<file path="config.mk">
export PLATFORM = sky130hd
export DESIGN_NAME = dual_touch_probe_position_latch
export DESIGN_NICKNAME = d
export VERILOG_FILES = /design/src/rtl/probe_latch_pkg.sv /design/src/rtl/dual_touch_probe_position_latch.sv
export SDC_FILE = /design/constraint.sdc
export NUM_CORES = 1
export LEC_CHECK = 0
export BUFFER_PORTS_ARGS = -buffer_cell sky130_fd_sc_hd__buf_2
export CAP_MARGIN = 20
export CORE_ASPECT_RATIO = 0.5
export CORE_MARGIN = 2
export CORE_UTILIZATION = 55
export DETAILED_ROUTE_END_ITERATION = 8
export PLACE_DENSITY = 0.74
export SETUP_SLACK_MARGIN = 0.4
export SLEW_MARGIN = 20
export SYNTH_ARGS = -nofsm -noshare
export SYNTH_HDL_FRONTEND = slang
export SYNTH_SLANG_ARGS = --single-unit
</file>
<file path="constraint.sdc">
create_clock -name core_clk_in -period 16 [get_ports core_clk_in]
set_input_delay 3.2 -clock core_clk_in [delete_from_list [all_inputs] [get_ports core_clk_in]]
set_output_delay 3.2 -clock core_clk_in [all_outputs]
set_load 0.01 [all_outputs]
</file>
<file path="src/rtl/probe_latch_pkg.sv">
// constants shared by the dual touch-probe position latch
package probe_latch_pkg;

  // clock and filter timing
  localparam int unsigned CLK_PERIOD_NS = 25;
  localparam int unsigned FILT_STEP_NS = 10;
  localparam logic [15:0] FILT_TIME_MAX = 16'h03e8;

  // register indices; byte address is four times the index
  localparam logic [15:0] IDX_CONTROL = 16'h60b8;
  localparam logic [15:0] IDX_STATUS = 16'h60b9;
  localparam logic [15:0] IDX_ONE_RISE = 16'h60ba;
  localparam logic [15:0] IDX_ONE_FALL = 16'h60bb;
  localparam logic [15:0] IDX_TWO_RISE = 16'h60bc;
  localparam logic [15:0] IDX_TWO_FALL = 16'h60bd;
  localparam logic [15:0] IDX_PIN_SEL = 16'h60c0;
  localparam logic [15:0] IDX_FILT_TIME = 16'h60c1;

  localparam logic [31:0] ADDR_CONTROL = {14'h0000, IDX_CONTROL, 2'b00};
  localparam logic [31:0] ADDR_STATUS = {14'h0000, IDX_STATUS, 2'b00};
  localparam logic [31:0] ADDR_ONE_RISE = {14'h0000, IDX_ONE_RISE, 2'b00};
  localparam logic [31:0] ADDR_ONE_FALL = {14'h0000, IDX_ONE_FALL, 2'b00};
  localparam logic [31:0] ADDR_TWO_RISE = {14'h0000, IDX_TWO_RISE, 2'b00};
  localparam logic [31:0] ADDR_TWO_FALL = {14'h0000, IDX_TWO_FALL, 2'b00};
  localparam logic [31:0] ADDR_PIN_SEL = {14'h0000, IDX_PIN_SEL, 2'b00};
  localparam logic [31:0] ADDR_FILT_TIME = {14'h0000, IDX_FILT_TIME, 2'b00};

  // per-channel field layout, channel two sits one byte higher
  localparam int CH_BYTE_STRIDE = 8;
  localparam int CTRL_ENABLE = 0;
  localparam int CTRL_CONTINUOUS = 1;
  localparam int CTRL_SOURCE_ZERO = 2;
  localparam int CTRL_RISE_EN = 4;
  localparam int CTRL_FALL_EN = 5;
  localparam int STAT_ENABLED = 0;
  localparam int STAT_RISE_HELD = 1;
  localparam int STAT_FALL_HELD = 2;
  localparam int STAT_COUNT_LSB = 6;

  // pin selection: one nibble per channel, bit 15 reapplies it
  localparam int PIN_SEL_NIBBLE = 4;
  localparam int PIN_SEL_APPLY = 15;
  localparam logic [1:0] PIN_SEL_MAX = 2'h2;
  localparam logic [1:0] PIN_ONE_RESET = 2'h0;
  localparam logic [1:0] PIN_TWO_RESET = 2'h1;
  localparam logic [15:0] PIN_SEL_RESET = 16'h0010;
  localparam logic [15:0] CONTROL_RESET = 16'h0000;
  localparam logic [15:0] FILT_TIME_RESET = 16'h0000;

  localparam int NUM_PINS = 3;
  localparam int NUM_CH = 2;

endpackage

</file>
<file path="src/rtl/dual_touch_probe_position_latch.sv">
// two-channel touch-probe position latch with wishbone registers
// Summary of operation
// status word is a read-only 16-bit register, readable any time
// status bit 0 shows channel one enabled
// status bit 1 set while a rising-edge capture is held for channel one
// status bit 2 set while a falling-edge capture is held for channel one
// channel one continuous-mode capture count, two bits, wraps 3 to 0
// status bit 8 shows channel two enabled
// status bit 9 set while a rising-edge capture is held for channel two
// status bit 10 set while falling-edge capture is held for channel two
// status bits 14 and 15 count channel two continuous captures
// channel one rising capture held in read-only signed 32-bit register
// channel one falling capture held in its own signed 32-bit register
// channel two rising capture held in read-only signed 32-bit register
// channel two falling capture held in read-only signed 32-bit register
// input pin per channel selectable 0 to 2, applied only on restart
// filter time 0 to 1000 in 10 ns steps, applied at once
// control bits 0 and 8 enable the channels; no capture without them
// control bits 1 and 9: single first-event or continuous capture
// control bits 2 and 10 pick probe pin or encoder zero pulse
// control bits 4,5 and 12,13 enable rising and falling captures
// disabling a channel clears its held flags and its count
// probe pin changes must stay stable for the filter time to count
module dual_touch_probe_position_latch
  import probe_latch_pkg::*;
(
  input wire logic core_clk_in,
  input wire logic reset_in,
  input wire logic wb_cyc_in,
  input wire logic wb_stb_in,
  input wire logic wb_we_in,
  input wire logic [31:0] wb_adr_in,
  input wire logic [3:0] wb_sel_in,
  input wire logic [31:0] wb_dat_in,
  output logic [31:0] wb_dat_out,
  output logic wb_ack_out,
  input wire logic [probe_latch_pkg::NUM_PINS-1:0] probe_input_in,
  input wire logic encoder_zero_in,
  input wire logic [31:0] position_in
);
  import probe_latch_pkg::*;

  typedef struct packed {
    logic [NUM_PINS-1:0] pin_meta;
    logic [NUM_PINS-1:0] pin_sync;
    logic zero_meta;
    logic zero_sync;
    logic [NUM_PINS-1:0] pin_filt;
    logic [NUM_PINS-1:0][15:0] filt_cnt;
    logic [15:0] control;
    logic [15:0] pin_sel;
    logic [15:0] filt_time;
    logic [NUM_CH-1:0][1:0] pin_active;
    logic [NUM_CH-1:0] trig_prev;
    logic [NUM_CH-1:0] rise_held;
    logic [NUM_CH-1:0] fall_held;
    logic [NUM_CH-1:0][1:0] exec_count;
    logic [NUM_CH-1:0][31:0] rise_pos;
    logic [NUM_CH-1:0][31:0] fall_pos;
    logic ack;
    logic [31:0] rd_data;
  } state_t;

  state_t st;
  state_t next_st;

  logic [31:0] filt_product;
  logic [15:0] filt_cycles;
  logic bus_req;
  logic bus_write;
  logic [15:0] status_word;
  logic [15:0] wr_half;
  logic [NUM_CH-1:0] trig_level;
  logic [NUM_CH-1:0] ch_enabled;
  logic [NUM_CH-1:0] rise_event;
  logic [NUM_CH-1:0] fall_event;
  logic [NUM_CH-1:0] take_rise;
  logic [NUM_CH-1:0] take_fall;

  // filter time in clock cycles, rounded up
  always_comb begin
    filt_product = 32'(st.filt_time) * 32'(FILT_STEP_NS)
      + 32'(CLK_PERIOD_NS) - 32'h0000_0001;
    filt_cycles = 16'(filt_product / 32'(CLK_PERIOD_NS));
  end

  // status word assembled from channel state
  always_comb begin
    status_word = 16'h0000;
    for (int ch = 0; ch < NUM_CH; ch++) begin
      status_word[ch * CH_BYTE_STRIDE + STAT_ENABLED] =
        st.control[ch * CH_BYTE_STRIDE + CTRL_ENABLE];
      status_word[ch * CH_BYTE_STRIDE + STAT_RISE_HELD] =
        st.rise_held[ch];
      status_word[ch * CH_BYTE_STRIDE + STAT_FALL_HELD] =
        st.fall_held[ch];
      status_word[ch * CH_BYTE_STRIDE + STAT_COUNT_LSB +: 2] =
        st.exec_count[ch];
    end
  end

  assign bus_req = wb_cyc_in & wb_stb_in;
  // a write lands on the edge where the master sees ack
  assign bus_write = bus_req & wb_we_in & st.ack;

  always_comb begin
    wr_half = wb_dat_in[15:0];
  end

  // trigger level and edge detection per channel
  always_comb begin
    for (int ch = 0; ch < NUM_CH; ch++) begin
      ch_enabled[ch] = st.control[ch * CH_BYTE_STRIDE + CTRL_ENABLE];
      if (st.control[ch * CH_BYTE_STRIDE + CTRL_SOURCE_ZERO]) begin
        trig_level[ch] = st.zero_sync;
      end else begin
        trig_level[ch] = st.pin_filt[st.pin_active[ch]];
      end
      rise_event[ch] = ch_enabled[ch] & trig_level[ch]
        & ~st.trig_prev[ch];
      fall_event[ch] = ch_enabled[ch] & ~trig_level[ch]
        & st.trig_prev[ch];
      // single mode keeps only the first capture of each edge
      take_rise[ch] = rise_event[ch]
        & st.control[ch * CH_BYTE_STRIDE + CTRL_RISE_EN]
        & (st.control[ch * CH_BYTE_STRIDE + CTRL_CONTINUOUS]
           | ~st.rise_held[ch]);
      take_fall[ch] = fall_event[ch]
        & st.control[ch * CH_BYTE_STRIDE + CTRL_FALL_EN]
        & (st.control[ch * CH_BYTE_STRIDE + CTRL_CONTINUOUS]
           | ~st.fall_held[ch]);
    end
  end

  always_comb begin
    next_st = st;

    // two-stage synchronisers for pins and zero pulse
    next_st.pin_meta = probe_input_in;
    next_st.pin_sync = st.pin_meta;
    next_st.zero_meta = encoder_zero_in;
    next_st.zero_sync = st.zero_meta;

    // stability filter on each probe pin
    for (int p = 0; p < NUM_PINS; p++) begin
      if (st.pin_sync[p] != st.pin_filt[p]) begin
        if (st.filt_cnt[p] + 16'h0001 >= filt_cycles) begin
          next_st.pin_filt[p] = st.pin_sync[p];
          next_st.filt_cnt[p] = 16'h0000;
        end else begin
          next_st.filt_cnt[p] = st.filt_cnt[p] + 16'h0001;
        end
      end else begin
        next_st.filt_cnt[p] = 16'h0000;
      end
    end

    // bus answer: one wait cycle, then ack for one cycle
    next_st.ack = bus_req & ~st.ack;
    if (bus_req & ~st.ack & ~wb_we_in) begin
      if (wb_adr_in == ADDR_CONTROL) begin
        next_st.rd_data = {16'h0000, st.control};
      end else if (wb_adr_in == ADDR_STATUS) begin
        next_st.rd_data = {16'h0000, status_word};
      end else if (wb_adr_in == ADDR_ONE_RISE) begin
        next_st.rd_data = st.rise_pos[0];
      end else if (wb_adr_in == ADDR_ONE_FALL) begin
        next_st.rd_data = st.fall_pos[0];
      end else if (wb_adr_in == ADDR_TWO_RISE) begin
        next_st.rd_data = st.rise_pos[1];
      end else if (wb_adr_in == ADDR_TWO_FALL) begin
        next_st.rd_data = st.fall_pos[1];
      end else if (wb_adr_in == ADDR_PIN_SEL) begin
        next_st.rd_data = {16'h0000, st.pin_sel};
      end else if (wb_adr_in == ADDR_FILT_TIME) begin
        next_st.rd_data = {16'h0000, st.filt_time};
      end else begin
        next_st.rd_data = 32'h0000_0000;
      end
    end else begin
      next_st.rd_data = 32'h0000_0000;
    end

    // register writes; read-only and unmapped writes are ignored
    if (bus_write) begin
      if (wb_adr_in == ADDR_CONTROL) begin
        if (wb_sel_in[0]) begin
          next_st.control[7:0] = wr_half[7:0];
        end
        if (wb_sel_in[1]) begin
          next_st.control[15:8] = wr_half[15:8];
        end
      end else if (wb_adr_in == ADDR_PIN_SEL) begin
        if (wb_sel_in[0]) begin
          for (int ch = 0; ch < NUM_CH; ch++) begin
            if (wr_half[ch * PIN_SEL_NIBBLE +: PIN_SEL_NIBBLE]
                <= 4'(PIN_SEL_MAX)) begin
              next_st.pin_sel[ch * PIN_SEL_NIBBLE +: PIN_SEL_NIBBLE] =
                wr_half[ch * PIN_SEL_NIBBLE +: PIN_SEL_NIBBLE];
            end
          end
        end
        // restart request: apply the stored pin choice
        if (wb_sel_in[1] & wr_half[PIN_SEL_APPLY]) begin
          for (int ch = 0; ch < NUM_CH; ch++) begin
            next_st.pin_active[ch] =
              next_st.pin_sel[ch * PIN_SEL_NIBBLE +: 2];
          end
        end
      end else if (wb_adr_in == ADDR_FILT_TIME) begin
        if ((wb_sel_in[1:0] == 2'h3) & (wr_half <= FILT_TIME_MAX)) begin
          next_st.filt_time = wr_half;
        end
      end
    end

    // capture logic per channel
    for (int ch = 0; ch < NUM_CH; ch++) begin
      next_st.trig_prev[ch] = trig_level[ch];
      if (take_rise[ch]) begin
        next_st.rise_pos[ch] = position_in;
        next_st.rise_held[ch] = 1'b1;
      end
      if (take_fall[ch]) begin
        next_st.fall_pos[ch] = position_in;
        next_st.fall_held[ch] = 1'b1;
      end
      if ((take_rise[ch] | take_fall[ch])
          & st.control[ch * CH_BYTE_STRIDE + CTRL_CONTINUOUS]) begin
        next_st.exec_count[ch] = st.exec_count[ch] + 2'h1;
      end
      // a disabled channel starts empty when enabled again
      if (!next_st.control[ch * CH_BYTE_STRIDE + CTRL_ENABLE]) begin
        next_st.rise_held[ch] = 1'b0;
        next_st.fall_held[ch] = 1'b0;
        next_st.exec_count[ch] = 2'h0;
      end
    end
  end

  always_ff @(posedge core_clk_in or posedge reset_in) begin
    if (reset_in) begin
      st <= '0;
      st.control <= CONTROL_RESET;
      st.pin_sel <= PIN_SEL_RESET;
      st.filt_time <= FILT_TIME_RESET;
      st.pin_active[0] <= PIN_ONE_RESET;
      st.pin_active[1] <= PIN_TWO_RESET;
    end else begin
      st <= next_st;
    end
  end

  assign wb_dat_out = st.rd_data;
  assign wb_ack_out = st.ack;

endmodule

</file>
# --- Yosys cells after proc, flatten, opt, wreduce, memory -nomap -nowiden ---
# Cells that the tools add are included.
op_classes:
  multipliers: 1
  n_mux: 40
  n_eq_ne: 18
  div: 1
  bitwise: 43
  n_reduce_logical: 10
  magnitude_cmp: 8
  n_addsub: 7
ops:
  columns: ["op", "count"]
  rows:
  - ["$eq A32 B17 Y1 const B", 8]
  - ["$mux W32", 7]
  - ["$mux W16", 8]
  - ["$add A16 B1 Y16 const B", 3]
  - ["$ge A16 B16 Y1", 3]
  - ["$div A32 B5 Y32 const B", 1]
  - ["$and A1 B1 Y1", 25]
  - ["$sub A21 B1 Y22 const B", 1]
  - ["$add A20 B5 Y21 const B", 1]
  - ["$mul A16 B3 Y19 const B", 1]
  - ["$mux W9", 2]
  - ["$le A16 B10 Y1 const B", 1]
  - ["$reduce_and A5 Y1", 3]
  - ["$mux W1", 13]
  - ["$ne A2 B1 Y1 const B", 6]
  - ["$not A1 Y1", 12]
  - ["$mux W2", 5]
  - ["$reduce_and A3 Y1", 3]
  - ["$le A4 B2 Y1 const B", 2]
  - ["$mux W8", 1]
  - ["$lt A2 B3 Y1 const B", 2]
  - ["$mux W6", 1]
  - ["$or A1 B1 Y1", 6]
  - ["$reduce_and A2 Y1", 3]
  - ["6 further kinds", 10]
totals:
  output_inout_bits: 33
  ff_bits: 274
  inputBits: 109

# --- Depth between registers and ports, before layout ---
# Gate-level depths: netlist of run 1.
logic_depth:
  ltp_word: 12
  depth_mapped: 78
  mapped_depth_nobuf: 69

# --- Least setup slack after synthesis of run 1 ---
# OpenSTA, ideal clock, no wires.
synth_timing:
  path_type: "reg2reg"
  start: "reg st[178] (netlist name)"
  end: "reg st[272] (netlist name)"
  path_buffers: 5
  path_stages_with_launch: 70
  synth_period_minus_slack_ns: 14.657
  required_ns: 15.875
  arrival_ns: 14.532
  setup_slack_ns: 1.343
  cell_sequence: "dfrtp_1 -> ha_1 -> ha_1 -> fa_1 -> nand3_1 -> a211oi_2 -> nor3_1 -> xor2_1 -> or4_4 -> o31a_1 -> nor2_2 -> buf_4 -> a211oi_1 -> or2_1 -> buf_2 -> o311a_4 -> o41a_1 -> a21o_2 -> [... 34 more ...] -> a21oi_1 -> nor2b_1 -> o21ai_0 -> nand2b_1 -> a21oi_1 -> nor2b_1 -> o21ai_0 -> nand2b_1 -> a21oi_1 -> nor2b_1 -> o21ai_0 -> nand2b_1 -> a21oi_1 -> nor2b_1 -> o21ai_0 -> nand2b_1 -> a21oi_1 -> mux2_2"
synth_via:
  elab_chain_len: 6
synth_lines:
  columns: ["element", "line_no", "source"]
  rows:
  - ["start, declared", "dual_touch_probe_position_latch.sv:64", "state_t st;"]
  - ["start signal, assigned", "dual_touch_probe_position_latch.sv:250", "st <= next_st;"]
  - ["$mul A16 B3 Y19", "dual_touch_probe_position_latch.sv:82", "filt_product = 32'(st.filt_time) * 32'(FILT_STEP_NS)"]
  - ["$add A20 B5 Y21", "dual_touch_probe_position_latch.sv:83", "+ 32'(CLK_PERIOD_NS) - 32'h0000_0001;"]
  - ["$sub A21 B1 Y22", "dual_touch_probe_position_latch.sv:83", null]
  - ["$div A32 B5 Y32", "dual_touch_probe_position_latch.sv:84", "filt_cycles = 16'(filt_product / 32'(CLK_PERIOD_NS));"]
  - ["$ge A16 B16 Y1", "dual_touch_probe_position_latch.sv:147", "if (st.filt_cnt[p] + 16'h0001 >= filt_cycles) begin"]
  - ["$reduce_and A2 Y1 (no line)", null, null]
# No other way between the ends.
# A chain may end at the register's enable or synchronous reset.

# --- Worst setup path in the final report of run 1 ---
layout_timing:
  start: "reg st[178] (netlist name)"
  end: "reg st[273] (netlist name)"
# Same word-level chain as after synthesis.

==> out/qor.txt, run 1 <==
CP Launch Type -> register
Routed WL per cell -> 18.7 um
Initial DRC count -> 1240
Slowest CP cell -> or4_4
Mean number of vias per cell -> 6.14
# nets final -> 2401
Layout cells sized above 1 -> 27.8%
Total GRT Usage -> 27.4%
RSZ-0062 raised after global routing -> no
GRT overflow -> 0
Mapped Cells -> 2031
Clock root cell -> clkbuf_16
Share of the synthesized area in the top cell type -> 36.9%
Top cells by count, synth -> nand2_1 (309), dfrtp_1 (272), nor2_1 (135), a21oi_1 (109), mux2_2 (100)
Clock skew -> 29.5 ps
H-tree level count -> 1
Worst slew pin tran -> 1270 ps
Final WS setup -> 983 ps
Final Max Tran Viols -> 0
Clock-pin slew on the worst setup and hold paths -> 70 ps
IO Port Bufs -> 123
Final Cycle Share -> 93.9%
Core area -> 33000 um^2
Initial antenna violation count -> 4
Longest individual stage delay on the worst path -> 580 ps
Fill count -> 2616
Die width -> 263 um
Placer Congestion -> 0.924
Top-count cell post-synth -> nand2_1
Slew headroom -> 15.1%
Worst-Skew Late Latency -> 570 ps
CTS buffer count -> 26
Vias -> 16400
DP HPWL -> 33600 um
Fmax -> 66.6 MHz
Synth warn -> 0
Netlist cell types -> 119
Yosys top cell by area -> dfrtp_1
Hold_buf cts -> 0
CTS tree -> done
# clock sinks -> 274
Vias in the first global route -> 15400
Row cnt -> 47
Hold WC Path Type -> register to register
Sequential share of the synthesized area -> 37.2%
Pre-CTS setup slack -> 342 ps
Post-synthesis sequential element count -> 274
CP Data Required Time -> 16430 ps
1st-pass router iterations -> 5
Leakage power -> 10.1 nW
Number of max-cap violations -> 0
Top FF cell, synth -> dfrtp_1
Synth Cell Area -> 18400 um^2
Crit path max fanout -> 7
Critical path class -> register to register
Most frequent CP cell -> a21oi_1
Syn_nets -> 2224
# DRC -> 0
Pwr Density -> 63.9 nW/um^2
Fin. Hold Viols -> 0
Largest cells by area after synthesis -> dfrtp_1 (37%), nand2_1 (6.3%), mux2_2 (6.1%), ha_1 (5.6%), a21oi_1 (3.0%)
Antenna-violating nets left -> 0
Die Ht -> 133 um
Ys async rst share -> 100%
VDD IR max -> 0.0000957 V
Fin Setup TNS -> 0 ps
Drt total wl -> 49800 um
CP arrival -> 15450 ps
CP Capture Type -> register
Final setup violation count -> 0
Syn Area/Cell -> 9.08 um^2
Clock buffer depth -> 3
Full die area -> 35100 um^2
First-pass GRT wire length -> 79300 um
Area Overhead vs Synth -> 18.7%
Post-synth EDFFs -> 0
Largest net degree at the start of global routing -> 136
I/O pin count -> 142
Status -> complete, no violations
Initial Utilization -> 55.8%
Minimum clock period -> 15020 ps
==> cells by family after synthesis <==
| group | after synthesis | synth area share (%) |
|---|---|---|
| AOI/OAI and AO/OA | 477 | 18.6 |
| xor gates and xnor gates | 92 | 4.45 |
| and+or+nand+nor | 806 | 21.6 |
| buffers and inverters | 163 | 4.24 |
| muxes | 133 | 8.06 |
| DFF | 274 | 37.2 |
| adders and majority gates | 86 | 5.86 |
==> power by group <==
part | leakage (nW) | internal, mW | switching [mW] | total, mW
sequential | 3.45 | 0.695 | 0.00168 | 0.696
combinational | 6.16 | 0.0145 | 0.0360 | 0.0506
clock | 0.445 | 0.370 | 0.281 | 0.651
==> sequential cells by signal, indices dropped and copies added (netlist names) <==
register and flops:
wb_ack_out 1, wb_dat_out 32, ch_enabled 2, next_st 4, st 235
==> layer usage <==
metal | vias up | wire (um) | track usage (%)
met5 | - | 13 | 0
met4 | 2 | 1110 | 7.46
met3 | 98 | 3020 | 4.49
met2 | 504 | 23700 | 45.5
met1 | 8008 | 22000 | 37.5
li1 | 7776 | - | -
==> worst paths after layout <==
path / from / end / slack [ps] / cells past startpoint
worst max-delay path: st[178]$_DFFE_PP0P_ / st[273]$_DFFE_PP0P_ / 980 / 72
worst min-delay path: next_st[274]$_DFF_PP0_ / st[274]$_DFF_PP0_ / 350 / 0
worst min register to register: next_st[274]$_DFF_PP0_ / st[274]$_DFF_PP0_ / 350 / 0
worst max register to register: st[178]$_DFFE_PP0P_ / st[273]$_DFFE_PP0P_ / 980 / 72
min in group asynchronous: reset_in / wb_dat_out[2]$_DFF_PP0_ / 2850 / 2
max in group asynchronous: reset_in / st[197]$_DFFE_PP0P_ / 10850 / 4
==> repair_timing <==
item,4_1_cts,5_1_grt
pin swaps,0,52
setup endpoints to repair,37,51
setup buffers,0,41
resized for setup,15,180
gates cloned,0,1
hold endpoints to repair,0,0
==> worst max-delay path: cells and delay by family, from the launching register on <==
family	cells	cell delay, ps
AO/OA/AOI/OAI	35	6810
XOR/XNOR	3	570
flip-flops	1	420
buffers and inverters	7	1040
adder cells (fa/ha/maj)	5	1410
multiplexers	1	350
AND/OR/NAND/NOR	21	4240
==> metrics by stage <==
step / hold slack (ps) / std cells / area (um^2) / util, % / power, mW
after detailed placement: 335 / 2578 / 19800 / 59.9 / 0.760
after floorplan: 331 / 2031 / 18400 / - / 0.733
after global placement: 334 / 2578 / 19800 / 59.9 / 0.759
after global routing: 358 / 2671 / 21900 / 66.2 / 1.45
final: 348 / 2671 / 21900 / 66.2 / 1.40
after CTS: 349 / 2625 / 20800 / 62.8 / 1.41
==> cell usage in the layout, fill, tap and decap left out, types with 16 or more instances in the layout <==
master | Yosys | layout
clkbuf_16 | 0 | 26
nor3_1 | 44 | 36
and3_1 | 72 | 69
nand3_1 | 58 | 56
nand2b_1 | 20 | 20
nor2_1 | 135 | 124
buf_2 | 15 | 123
o211ai_1 | 21 | 21
nand4_1 | 26 | 26
o21ai_1 | 11 | 23
inv_1 | 31 | 29
a21oi_2 | 4 | 16
dfrtp_1 | 272 | 272
mux2_2 | 100 | 99
o21ai_0 | 78 | 61
and2_1 | 32 | 27
xnor2_1 | 55 | 50
xor2_1 | 35 | 33
a31oi_1 | 21 | 19
ha_1 | 83 | 76
a21o_1 | 17 | 16
a221oi_1 | 28 | 25
a21oi_1 | 109 | 93
nand2_1 | 309 | 306
buf_4 | 36 | 147
nor2b_1 | 18 | 18
mux2i_1 | 28 | 25
==> layout make-up <==
class / count / area [um^2] / area share, %
antenna: 3 / 7.51 / 0.0343
clock buffer: 37 / 772 / 3.53
clock inverter: 10 / 131 / 0.600
inverter: 36 / 148 / 0.675
multi-input combinational: 1595 / 11600 / 53.2
sequential: 274 / 6860 / 31.3
tap: 441 / 552 / 2.52
timing repair buffer: 275 / 1780 / 8.11
No activity file was read; power rests on OpenSTA's default activity.
==> inputs of run 2 (changes only) <==
--- a/config.mk
+++ b/config.mk
@@ -9,11 +9,11 @@
 export CAP_MARGIN = 20
 export CORE_ASPECT_RATIO = 0.5
 export CORE_MARGIN = 2
-export CORE_UTILIZATION = 55
+export CORE_UTILIZATION = 35
 export DETAILED_ROUTE_END_ITERATION = 8
-export PLACE_DENSITY = 0.74
 export SETUP_SLACK_MARGIN = 0.4
 export SLEW_MARGIN = 20
 export SYNTH_ARGS = -nofsm -noshare
 export SYNTH_HDL_FRONTEND = slang
 export SYNTH_SLANG_ARGS = --single-unit
+export TNS_END_PERCENT = 100
==> out/qor.txt, run 2 (same netlist as run 1, synthesis figures left out) <==
H-tree level count -> 1 (unchanged)
CP Launch Type -> register
First-pass GRT wire length -> 84700 um (+6.7%)
Initial Utilization -> 35.5% (-20 points)
Fmax -> 67.3 MHz (+1.1%)
# clock sinks -> 274 (unchanged)
Final setup violation count -> 0 (unchanged)
Total GRT Usage -> 18.8% (-8.6 points)
Slew headroom -> 24.4% (+9.3 points)
Worst-Skew Late Latency -> 600 ps (+30 ps)
Number of max-cap violations -> 0 (unchanged)
Clock-pin slew on the worst setup and hold paths -> 80 ps (about the same)
Die width -> 329 um (+25%)
Vias in the first global route -> 15700 (+1.6%)
CP Data Required Time -> 16430 ps (about the same)
Placer Congestion -> 0.880 (-4.7%)
Area of the multi-input gates -> 11600 um^2 (-0.19%)
Largest register FFs -> 235 (unchanged)
IO Port Bufs -> 123 (unchanged)
Fin. Hold Viols -> 0 (unchanged)
Minimum clock period -> 14850 ps (-166 ps)
Worst slew pin tran -> 1130 ps (-139 ps)
Leakage power -> 10.2 nW (+1.4%)
Hold WC Path Type -> register to register
CTS buffer count -> 28 (+7.7%)
Reg2reg setup slack -> 1150 ps (+170 ps)
Final Max Tran Viols -> 0 (unchanged)
Commonest cells after routing, fill and taps aside -> nand2_1 (308), dfrtp_1 (272), buf_4 (176), nor2_1 (125), buf_2 (123)
Clock root cell -> clkbuf_16
Die Ht -> 166 um (+25%)
Vias -> 16200 (-0.88%)
Longest individual stage delay on the worst path -> 590 ps (about the same)
1st-pass router iterations -> 6 (+1)
Area Overhead vs Synth -> 21.9%
Hold_buf cts -> 0 (unchanged)
Status -> complete, no violations
# nets final -> 2432 (+1.3%)
Fin util -> 43.2% (-23 points)
Fin cells -> 2961 (+11%)
Core area -> 52000 um^2 (+57%)
Clock buffer depth -> 3 (unchanged)
Reg area -> 6860 um^2 (unchanged)
Layout cells sized above 1 -> 28.4% (+0.65 points)
Full die area -> 54600 um^2 (+56%)
Commonest non-fill, non-tap cell in the layout -> nand2_1
Initial DRC count -> 1175 (-5.2%)
Critical path class -> register to register
Clock skew -> 58.1 ps (+28.6 ps)
Antenna-violating nets left -> 0 (unchanged)
# DRC -> 0 (unchanged)
GRT overflow -> 0 (unchanged)
Row cnt -> 59 (+26%)
RSZ-0062 raised after global routing -> yes
Pwr Density -> 64.3 nW/um^2 (+0.63%)
Most frequent CP cell -> buf_4
CTS tree -> done
I/O pin count -> 142 (unchanged)
Fin Setup TNS -> 0 ps (unchanged)
DP HPWL -> 36700 um (+9.2%)
Crit path max fanout -> 7 (unchanged)
Largest net degree at the start of global routing -> 80 (-41%)
VDD IR max -> 0.0000801 V (-16%)
Routed WL per cell -> 18.1 um (-3.3%)
Top reg by flops -> st
Slowest CP cell -> fa_2
Post-Place Cells -> 2871 (+11%)
Initial antenna violation count -> 3 (-1)
Worst Hold Margin -> 350 ps (+1.98 ps)
Mean number of vias per cell -> 5.49 (-11%)
CP arrival -> 15280 ps (-170 ps)
Drt total wl -> 53500 um (+7.3%)
Final Cycle Share -> 92.8% (-1.0 points)
Fill count -> 5099 (+95%)
CP Capture Type -> register
-- run 2: changes by cell type in the layout (fill, tap and decap cells not counted), sizes merged --
cell    delta
buf       +29
bufinv     +2
or2        -1
inv        +1
clkbuf     -1
-- run 2: final timing paths --
check / startpoint / end / depth (start not counted)
max: st[178]$_DFFE_PP0P_ / st[271]$_DFFE_PP0P_ / 75
min: next_st[276]$_DFF_PP0_ / st[276]$_DFF_PP0_ / 0
max reg2reg: st[178]$_DFFE_PP0P_ / st[271]$_DFFE_PP0P_ / 75
min reg2reg: next_st[276]$_DFF_PP0_ / st[276]$_DFF_PP0_ / 0
max in group asynchronous: reset_in / wb_dat_out[17]$_DFF_PP0_ / 4
min in group asynchronous: reset_in / next_st[278]$_DFF_PP0_ / 2
-- run 2: final cells by class --
| type | instances | share of cell area [%] |
|---|---|---|
| inverter | 36 | 0.635 |
| antenna | 3 | 0.0334 |
| clock inverter | 13 | 0.891 |
| tap | 701 | 3.90 |
| clock buffer | 35 | 3.37 |
| timing repair buffer | 305 | 8.93 |
| sequential | 274 | 30.5 |
| multi-input combinational | 1594 | 51.7 |
-- run 2: worst max-delay path, delay by kind of cell (launching register included) --
kind	cells	cell delay [ps]
compound gates	31	5720
xor+xnor	2	470
fa+ha+maj	5	1510
mux	1	350
simple gates	25	4510
flops	1	390
buf+inv	11	1750
-- run 2: timing repair --
item	CTS	global route
hold endpoints to repair	0	0
pin swaps	1	56
endpoints found under the setup margin	51	51
buffers inserted	0	39
cloned	0	0
resized for setup	9	172
-- run 2: layer usage --
metal | part of all wire (%) | GRT usage, %
met1 | 46 | 25.4
met2 | 48 | 31.6
met3 | 4.1 | 2.39
met4 | 2.6 | 5.10
met5 | 0 | 0
-- run 2: stage by stage --
step                instance area, um^2  worst slack (ps)  total power, mW
floorplan                         18400              1340            0.733
global placement                  20400               338            0.762
detailed placement                20400               239            0.763
CTS                               21400               403             1.46
global route                      22500               291             1.50
finish                            22500              1150             1.44
-- run 2: power breakdown --
group | total, mW | internal, mW | switching, mW
clock network | 0.696 | 0.401 | 0.295
registers | 0.697 | 0.695 | 0.00194
logic | 0.0522 | 0.0147 | 0.0375
